<file path="src/hdl/bcp_pkg.sv">
// bcp_pkg: constants and types of the channel program register bank
// assumes nothing beyond a SystemVerilog compiler
package bcp_pkg;

  // ***********************************************************
  // geometry and sub-addresses
  // ***********************************************************
  localparam int unsigned NUM_CH = 8;
  localparam logic [7:0] SUB_GLOBAL = 8'h00;
  localparam logic [7:0] SUB_CH_FIRST = 8'h01;
  localparam logic [7:0] SUB_CH_LAST = 8'h08;
  // serial device address; value is arbitrary
  localparam logic [6:0] DEV_ADDR = 7'h2a;

  // ***********************************************************
  // program register layout and reset values
  // ***********************************************************
  localparam int unsigned BIT_ENABLE = 7;
  localparam int unsigned BIT_FCCM = 6;
  localparam int unsigned BIT_PHASE_HI = 5;
  localparam int unsigned BIT_PHASE_LO = 4;
  localparam int unsigned BIT_FB_HI = 3;
  localparam int unsigned BIT_FB_LO = 0;
  localparam logic RST_ENABLE = 1'b0;
  localparam logic RST_FCCM = 1'b0;
  localparam logic [3:0] RST_FB_CODE = 4'hc;
  // per-channel phase defaults, channel 1 in the low pair
  localparam logic [15:0] RST_PHASE_ALL = 16'he4e4;

  // global register: all zero at reset; chosen field positions
  localparam logic [7:0] RST_GLOBAL = 8'h00;
  localparam int unsigned GBIT_IGNORE_EN = 3;
  localparam int unsigned GBIT_PULLDOWN = 2;
  localparam int unsigned GBIT_SLOW_EDGE = 1;

  // ***********************************************************
  // feedback reference mapping, millivolts
  // ***********************************************************
  localparam logic [9:0] FB_MIN_MV = 10'h1a9; // 425
  localparam logic [9:0] FB_STEP_MV = 10'h019; // 25

  // ***********************************************************
  // switching clock and phase timing
  // ***********************************************************
  localparam int unsigned CLK_PERIOD_PS = 4000;
  localparam int unsigned SW_PERIOD_NS = 500;
  localparam int unsigned SW_QUARTER_CYC =
    (SW_PERIOD_NS * 1000) / CLK_PERIOD_PS / 4;

  // ***********************************************************
  // capacitor-scaled intervals, ms per nF
  // ***********************************************************
  localparam logic [4:0] RST_MS_PER_NF = 5'h17; // 23
  localparam logic [4:0] PB_LO_MS_PER_NF = 5'h05;
  localparam logic [4:0] IRQ_PW_MS_PER_NF = 5'h05;

  typedef struct packed {
    logic enable;
    logic fccm;
    logic [1:0] phase;
    logic [3:0] fb_code;
  } bcp_prog_t;

  typedef enum logic [7:0] {
    BCP_IDLE = 8'h01,
    BCP_ADDR = 8'h02,
    BCP_ACK_A = 8'h04,
    BCP_SUB = 8'h08,
    BCP_ACK_S = 8'h10,
    BCP_DATA = 8'h20,
    BCP_READ = 8'h40,
    BCP_RACK = 8'h80
  } bcp_state_t;

  function automatic logic [9:0] bcp_fb_mv(input logic [3:0] code);
    bcp_fb_mv = FB_MIN_MV + 10'(code * FB_STEP_MV);
  endfunction

  function automatic logic [19:0] bcp_scale(input logic [11:0] ct_nf,
                                            input logic [4:0] k);
    bcp_scale = 20'(ct_nf * k);
  endfunction

endpackage

</file>
<file path="src/hdl/bcp_sync3.sv">
// bcp_sync3: three-stage input synchroniser with agreement filter
// assumes asynchronous inputs and a single core clock
`timescale 1ns/1ps
`default_nettype none
module bcp_sync3 #(
  parameter int unsigned W = 1,
  parameter logic [W-1:0] INIT = '0
) (
  input wire logic core_clk,
  input wire logic nrst,
  input wire logic [W-1:0] async_in,
  output logic [W-1:0] level
);
  logic [W-1:0] s1_reg;
  logic [W-1:0] s2_reg;
  logic [W-1:0] s3_reg;

  always_ff @(posedge core_clk or negedge nrst) begin
    if (!nrst) begin
      s1_reg <= INIT;
      s2_reg <= INIT;
      s3_reg <= INIT;
    end else begin
      s1_reg <= async_in;
      s2_reg <= s1_reg;
      s3_reg <= s2_reg;
    end
  end

  // a bit only moves once stages two and three agree
  always_ff @(posedge core_clk or negedge nrst) begin
    if (!nrst) begin
      level <= INIT;
    end else begin
      for (int i = 0; i < W; i++) begin
        if (s2_reg[i] == s3_reg[i]) begin
          level[i] <= s3_reg[i];
        end
      end
    end
  end
endmodule // bcp_sync3
`default_nettype wire

</file>
<file path="src/hdl/bcp_regs.sv">
// bcp_regs: serial-programmed channel and global registers of an
// eight-channel step-down converter, with per-channel outputs
// assumes open-drain serial pins resolved outside; core_clk 250 MHz
//
// Behaviour
// - enable bit 7 resets to zero; regulator off unless enabled otherwise.
// - enable pin also turns regulator on, using its program register, unless global bit 3 is set.
// - mode bit 6 zero selects pulse skipping, one forced continuous.
// - phase code sets switch-high delay 0, 90, 180, 270 degrees.
// - channel n loads phase default (n-1) mod 4 at reset; channels n and n+4 share one.
// - feedback code maps linearly, 425 mV plus 25 mV per step.
// - feedback code resets to 1100, 725 mV.
// - global register resets to zero and acts on all channels.
// - pushbutton, pulse and reset intervals scale with timing capacitor.
// - channel n program register sits at sub-address n, 01h to 08h.
`timescale 1ns/1ps
`default_nettype none
module bcp_regs
  import bcp_pkg::*;
(
  input wire logic core_clk,
  input wire logic nrst,
  input wire logic scl_i,
  input wire logic sda_i,
  output logic sda_o,
  output logic sda_oe_n,
  input wire logic [NUM_CH-1:0] en_pin,
  input wire logic [11:0] ct_nf,
  output bcp_prog_t [NUM_CH-1:0] ch_prog,
  output logic [NUM_CH-1:0] ch_on,
  output logic [NUM_CH-1:0] ch_fccm,
  output logic [NUM_CH-1:0] sw_start,
  output logic [NUM_CH*10-1:0] ch_ref_mv,
  output logic [7:0] global_cfg,
  output logic sw_pulldown,
  output logic sw_slow_edge,
  output logic [19:0] rst_ms,
  output logic [19:0] pb_lo_ms,
  output logic [19:0] irq_pw_ms
);

  // ***********************************************************
  // pin synchronisers
  // ***********************************************************
  logic scl_f, sda_f;
  logic [NUM_CH-1:0] en_f;
  bcp_sync3 #(.W(2), .INIT(2'h3)) u_sync_bus (
    .core_clk(core_clk),
    .nrst(nrst),
    .async_in({scl_i, sda_i}),
    .level({scl_f, sda_f})
  );

  bcp_sync3 #(.W(NUM_CH), .INIT('0)) u_sync_en (
    .core_clk(core_clk),
    .nrst(nrst),
    .async_in(en_pin),
    .level(en_f)
  );

  logic scl_q_reg, sda_q_reg;
  always_ff @(posedge core_clk or negedge nrst) begin
    if (!nrst) begin
      scl_q_reg <= 1'b1;
      sda_q_reg <= 1'b1;
    end else begin
      scl_q_reg <= scl_f;
      sda_q_reg <= sda_f;
    end
  end

  logic scl_rise, scl_fall, bus_start, bus_stop;
  assign scl_rise = scl_f & ~scl_q_reg;
  assign scl_fall = ~scl_f & scl_q_reg;
  assign bus_start = scl_f & scl_q_reg & sda_q_reg & ~sda_f;
  assign bus_stop = scl_f & scl_q_reg & ~sda_q_reg & sda_f;

  // ***********************************************************
  // serial slave
  // ***********************************************************
  bcp_state_t state_reg;
  logic [3:0] cnt_reg;
  logic [7:0] shift_reg, sub_reg, tx_reg, rd_byte;
  logic rw_reg, nack_reg, drive_reg, wr_stb;
  function automatic logic sub_is_ch(input logic [7:0] a);
    sub_is_ch = (a >= SUB_CH_FIRST) && (a <= SUB_CH_LAST);
  endfunction
  // commit at the falling edge that ends the eighth data bit
  assign wr_stb = scl_fall && (state_reg == BCP_DATA) &&
                  (cnt_reg == 4'h8);

  always_ff @(posedge core_clk or negedge nrst) begin
    if (!nrst) begin
      state_reg <= BCP_IDLE;
      cnt_reg <= 4'h0;
      shift_reg <= 8'h00;
      sub_reg <= 8'h00;
      tx_reg <= 8'h00;
      rw_reg <= 1'b0;
      nack_reg <= 1'b0;
      drive_reg <= 1'b0;
    end else if (bus_start) begin
      state_reg <= BCP_ADDR;
      cnt_reg <= 4'h0;
      drive_reg <= 1'b0;
    end else if (bus_stop) begin
      state_reg <= BCP_IDLE;
      drive_reg <= 1'b0;
    end else if (scl_rise) begin
      unique case (state_reg)
        BCP_ADDR, BCP_SUB, BCP_DATA: begin
          shift_reg <= {shift_reg[6:0], sda_f};
          cnt_reg <= cnt_reg + 4'h1;
        end
        BCP_RACK: nack_reg <= sda_f;
        default: ;
      endcase
    end else if (scl_fall) begin
      unique case (state_reg)
        BCP_ADDR: begin
          if (cnt_reg == 4'h8) begin
            if (shift_reg[7:1] == DEV_ADDR) begin
              state_reg <= BCP_ACK_A;
              rw_reg <= shift_reg[0];
              drive_reg <= 1'b1;
            end else begin
              state_reg <= BCP_IDLE;
            end
          end
        end
        BCP_ACK_A: begin
          cnt_reg <= 4'h0;
          if (rw_reg) begin
            state_reg <= BCP_READ;
            tx_reg <= rd_byte;
            drive_reg <= ~rd_byte[7];
          end else begin
            state_reg <= BCP_SUB;
            drive_reg <= 1'b0;
          end
        end
        BCP_SUB: begin
          if (cnt_reg == 4'h8) begin
            sub_reg <= shift_reg;
            state_reg <= BCP_ACK_S;
            drive_reg <= 1'b1;
          end
        end
        BCP_ACK_S: begin
          cnt_reg <= 4'h0;
          state_reg <= BCP_DATA;
          drive_reg <= 1'b0;
        end
        BCP_DATA: begin
          if (cnt_reg == 4'h8) begin
            // acknowledge and step to the next sub-address
            state_reg <= BCP_ACK_S;
            sub_reg <= sub_reg + 8'h01;
            drive_reg <= 1'b1;
          end
        end
        BCP_READ: begin
          if (cnt_reg == 4'h7) begin
            state_reg <= BCP_RACK;
            sub_reg <= sub_reg + 8'h01;
            drive_reg <= 1'b0;
          end else begin
            cnt_reg <= cnt_reg + 4'h1;
            tx_reg <= {tx_reg[6:0], 1'b0};
            drive_reg <= ~tx_reg[6];
          end
        end
        BCP_RACK: begin
          cnt_reg <= 4'h0;
          if (nack_reg) begin
            state_reg <= BCP_IDLE;
          end else begin
            state_reg <= BCP_READ;
            tx_reg <= rd_byte;
            drive_reg <= ~rd_byte[7];
          end
        end
        BCP_IDLE: ;
      endcase
    end
  end
  // open drain: only ever pull low, enable active low
  assign sda_o = 1'b0;
  assign sda_oe_n = ~drive_reg;

  // ***********************************************************
  // register storage
  // ***********************************************************
  always_ff @(posedge core_clk or negedge nrst) begin
    if (!nrst) begin
      for (int i = 0; i < NUM_CH; i++) begin
        ch_prog[i].enable <= RST_ENABLE;
        ch_prog[i].fccm <= RST_FCCM;
        ch_prog[i].phase <= RST_PHASE_ALL[2*i +: 2];
        ch_prog[i].fb_code <= RST_FB_CODE;
      end
    end else if (wr_stb && sub_is_ch(sub_reg)) begin
      // sub-address n selects channel n
      ch_prog[3'(sub_reg - SUB_CH_FIRST)] <= shift_reg;
    end
  end

  always_ff @(posedge core_clk or negedge nrst) begin
    if (!nrst) begin
      global_cfg <= RST_GLOBAL;
    end else if (wr_stb && (sub_reg == SUB_GLOBAL)) begin
      global_cfg <= shift_reg;
    end
  end

  // unmapped sub-addresses read as zero and ignore writes
  always_comb begin
    rd_byte = 8'h00;
    if (sub_reg == SUB_GLOBAL) begin
      rd_byte = global_cfg;
    end else if (sub_is_ch(sub_reg)) begin
      rd_byte = ch_prog[3'(sub_reg - SUB_CH_FIRST)];
    end
  end

  // ***********************************************************
  // channel controls
  // ***********************************************************
  always_ff @(posedge core_clk or negedge nrst) begin
    if (!nrst) begin
      ch_on <= '0;
      ch_fccm <= '0;
      ch_ref_mv <= '0;
      sw_pulldown <= 1'b0;
      sw_slow_edge <= 1'b0;
    end else begin
      for (int i = 0; i < NUM_CH; i++) begin
        // pin enable still obeys the register's other fields
        ch_on[i] <= ch_prog[i].enable |
                    (en_f[i] & ~global_cfg[GBIT_IGNORE_EN]);
        ch_fccm[i] <= ch_prog[i].fccm;
        ch_ref_mv[10*i +: 10] <= bcp_fb_mv(ch_prog[i].fb_code);
      end
      sw_pulldown <= global_cfg[GBIT_PULLDOWN];
      sw_slow_edge <= global_cfg[GBIT_SLOW_EDGE];
    end
  end

  // ***********************************************************
  // switching clock quarters and phase starts
  // ***********************************************************
  logic [15:0] qcnt_reg;
  logic [1:0] quad_reg;
  logic quad_tick;
  assign quad_tick = (qcnt_reg == 16'(SW_QUARTER_CYC - 1));
  always_ff @(posedge core_clk or negedge nrst) begin
    if (!nrst) begin
      qcnt_reg <= 16'h0000;
      quad_reg <= 2'h0;
    end else if (quad_tick) begin
      qcnt_reg <= 16'h0000;
      quad_reg <= quad_reg + 2'h1;
    end else begin
      qcnt_reg <= qcnt_reg + 16'h0001;
    end
  end
  // quadrant 0 start is the internal clock rising edge
  always_ff @(posedge core_clk or negedge nrst) begin
    if (!nrst) begin
      sw_start <= '0;
    end else begin
      for (int i = 0; i < NUM_CH; i++) begin
        sw_start[i] <= quad_tick && ch_on[i] &&
                       ((quad_reg + 2'h1) == ch_prog[i].phase);
      end
    end
  end

  // ***********************************************************
  // capacitor-scaled intervals
  // ***********************************************************
  always_ff @(posedge core_clk or negedge nrst) begin
    if (!nrst) begin
      rst_ms <= 20'h00000;
      pb_lo_ms <= 20'h00000;
      irq_pw_ms <= 20'h00000;
    end else begin
      rst_ms <= bcp_scale(ct_nf, RST_MS_PER_NF);
      pb_lo_ms <= bcp_scale(ct_nf, PB_LO_MS_PER_NF);
      irq_pw_ms <= bcp_scale(ct_nf, IRQ_PW_MS_PER_NF);
    end
  end

endmodule // bcp_regs
`default_nettype wire

</file>
<file path="config.mk">
export PLATFORM = sky130hd
export DESIGN_NAME = bcp_regs
export DESIGN_NICKNAME = d
export VERILOG_FILES = /design/src/hdl/bcp_pkg.sv /design/src/hdl/bcp_sync3.sv /design/src/hdl/bcp_regs.sv
export SDC_FILE = /design/constraint.sdc
export NUM_CORES = 1
export LEC_CHECK = 0
export BUFFER_PORTS_ARGS = -buffer_cell sky130_fd_sc_hd__clkbuf_2
export CORE_ASPECT_RATIO = 0.7
export CORE_MARGIN = 5
export CORE_UTILIZATION = 52
export DETAILED_ROUTE_END_ITERATION = 16
export PLACE_DENSITY_LB_ADDON = 0.15
export SLEW_MARGIN = 20
export SYNTH_ARGS = -nofsm -noshare
export SYNTH_HDL_FRONTEND = slang
export SYNTH_SLANG_ARGS = --single-unit
</file>
<file path="constraint.sdc">
create_clock -name core_clk -period 2.5 [get_ports core_clk]
set_input_delay 0.5 -clock core_clk [delete_from_list [all_inputs] [get_ports core_clk]]
set_output_delay 0.5 -clock core_clk [all_outputs]
set_load 0.05 [all_outputs]
</file>
==> impl_metrics.toml <==
[outcome]
status = "finished, violations left"
violations = "setup timing"

[timing]
finalHoldWorstSlack_ns = 0.0211
finalSetupViolCount = 8
final_max_slew_viol_count = 0
setup-tns-final_ns = -1.46
setup_slack_ns = -0.350
finalClockSkew_ns = 0.0269
maxSlewHeadroom_pct = 56.3
worst_slew_pin_slew_ns = 0.655
finalHoldViolCount = 0
rsz0062_at_grt = "yes"
max_freq_mhz = 351
fin_crit_sh_pct = 114
period_needed_ns = 2.85

[synth]
ys_warn_count = 0
ys_ff_latch = 307
yosysUniqueCellTypes = 91
netlist_area_um2 = 16400
avgSynthCellArea_um2 = 12.0
yosysSeqAreaShare_pct = 47.2
async_flop_share_pct = 100
synth_area_leaders = "dfrtp_1 (42%), ha_1 (11%), mux2_2 (5.7%), dfstp_2 (5.6%), fa_1 (3.4%)"
ys.flop_type = "dfrtp_1"
synth_top_cell_by_area = "dfrtp_1"
syn_inst = 1359
synth_top_area_share_pct = 41.6
synth_edf_count = 0

[route]
antenna_left = 0
num_vias = 11900
wl_per_cell_um = 19.0
firstDrtPassIters = 7
drt_drc_violations_left = 0
viasPerCell = 5.39
drt_iter0_markers = 761
totalWireLength_um = 41800

[cells_and_area]
stdcell_count = 2202
largest_reg_flops = 80
n_antenna_cell = 0
final_cell_area_um2 = 20900
final_common_cell = "dfrtp_1"
layout_common_cells = "dfrtp_1 (272), clkbuf_2 (241), buf_4 (149), ha_1 (123), inv_1 (85)"
drive_gt1_share_pct = 39.6
syn_to_final_growth_pct = 27.6
final_core_util_pct = 67.2
top_register = "ch_ref_mv"
top_regs = "ch_ref_mv (80), ch_prog (64)"
num-nets-final = 1958

[critical_path]
rr_worst_depth = 8
end_kind = "flip-flop"
crit_required_ns = 3.00
timing.setup.critical_path_class = "primary input to flip-flop"
path_max_fanout = 4
cp.arrival_ns = 3.35
worstSetupStartpointType = "primary input"

[die]
die_x_um = 222
num_rows = 54
coreArea_um2 = 31100
ios = 264
die_y_um = 158
initial_utilization_pct = 52.7
dieArea_um2 = 35200

[job]
maxCapViolCount = 0

[clocking]
path_clk_slew_ns = 0.06
clock-sinks = 307
clockRootBuffer = "clkbuf_16"
htreeDepth = 1
clk_latency_ns = 0.58
cts_tree = "done"
cts_buffer_depth = 3
cts_made_buffers = 31

[global_routing]
grt_start_max_net_pins = 72
grt_pass1_vias = 12200
track_usage_pct = 23.5
grt_pass1_wl_um = 67000
grt_antenna_before_repair = 0
overflow = 0

[hold_path]
hp-class = "primary input to flip-flop"
holdPathStages = 1

[placed_design]
dp_cells = 2117
gp_congestion = 0.911
dp_hpwl_um = 31300
placed_area_um2 = 19200
place_ws_ns = -1.07
port_buffers = 249

[pwr]
ir_worst_vdd_uv = 782
p_leak_nw = 10.3
finalPower_mw = 14.0
pwr_density_cell_nw_per_um2 = 671
-- path summary, 6_finish.rpt --
path / start / to / slack [ns]
worst max-delay path: ct_nf[5] / rst_ms[15] / -0.35
worst min-delay path: sda_i / u_sync_bus.s1_reg[0] / 0.02
worst max register to register: ch_prog[59] / ch_ref_mv[79] / 0.06
worst min register to register: u_sync_en.s1_reg[4] / u_sync_en.s2_reg[4] / 0.35
max in group asynchronous: nrst / u_sync_en.s2_reg[6] / 1.23
min in group asynchronous: nrst / ch_ref_mv[50] / 0.50
-- kinds of logic (layout without fill, tap and decap cells) --
logic type	Yosys count	after routing	synth area share (%)
compound gates	208	208	9.05
xor+xnor	109	109	5.93
fa+ha+maj	187	187	15.4
buf+inv	167	577	5.15
flops	307	307	47.2
mux	106	106	7.92
other cells	1	14	0.0229
simple gates	274	274	9.29
-- critical path: stages --
cell and delay [ns]:
clkbuf_16 0.13, ha_4 0.26, inv_2 0.03, fa_1 0.51, inv_2 0.04, fa_1 0.51
ha_4 0.34, inv_4 0.05, nor2_4 0.08, nand3_2 0.07, o211a_1 0.22, or4b_4 0.51
o2111ai_2 0.09
-- area by class of cell --
cell class                      instances  area, um^2
Inverter                               99         374
Sequential cell                       307        7770
Tap cell                              420         526
Multi-Input combinational cell        898        8350
Clock buffer                           45         918
Fill cell                            2354       10200
Timing Repair Buffer                  420        2820
Clock inverter                         13         130
-- power by group --
group	total (mW)	leakage, nW	internal [mW]	switching (mW)
Sequential	5.53	3.78	5.28	0.251
Clock	4.78	0.519	2.76	2.02
Combinational	3.70	6.00	1.41	2.29
Total	14.0	10.3	9.45	4.57
-- synthesized netlist by cell type (4+ instances only) --
cell type  instances
dfrtp_1          272
ha_1             149
inv_1             96
mux2_2            83
nand2_1           72
nor2_1            68
xnor2_1           57
xor2_1            50
o21ai_0           43
a21oi_1           39
dfstp_2           35
buf_4             33
fa_1              28
nand3_1           28
nor3_1            18
a21o_1            17
clkbuf_1          17
a31o_2            16
and3_1            14
mux2i_1           14
maj3_1            10
buf_2              9
o2bb2ai_1          9
a31oi_1            8
a41o_1             8
o211ai_1           8
o21bai_1           7
nand3_4            6
clkbuf_8           5
mux4_1             5
nor2b_1            5
nor4_1             5
nor4b_1            5
o21a_1             5
a211oi_1           4
and2_1             4
buf_6              4
mux4_2             4
nand2b_1           4
nand4_1            4
o2111ai_1          4
o311ai_0           4
or3_1              4
-- routing by layer --
layer  share of wire (%)  wire length [um]  vias up  global-route usage (%)
met5                   0                 0        -                       0
met2                  45             18900      304                    36.3
met3                 6.3              2640       75                    5.58
met1                  46             19200     5947                    33.8
li1                    -                 -     5546                       -
met4                 2.7              1150        0                    6.25
-- timing repair --
| action | CTS | global route |
|---|---|---|
| gates resized for setup | 32 | 37 |
| pin swaps | 36 | 34 |
| buffers inserted | 9 | 11 |
| setup endpoints to repair | 12 | 38 |
| endpoints found under the hold margin | 57 | 1 |
| hold buffers | 6 | 1 |
| gates cloned | 0 | 1 |
(Power assumes the default switching activity.)
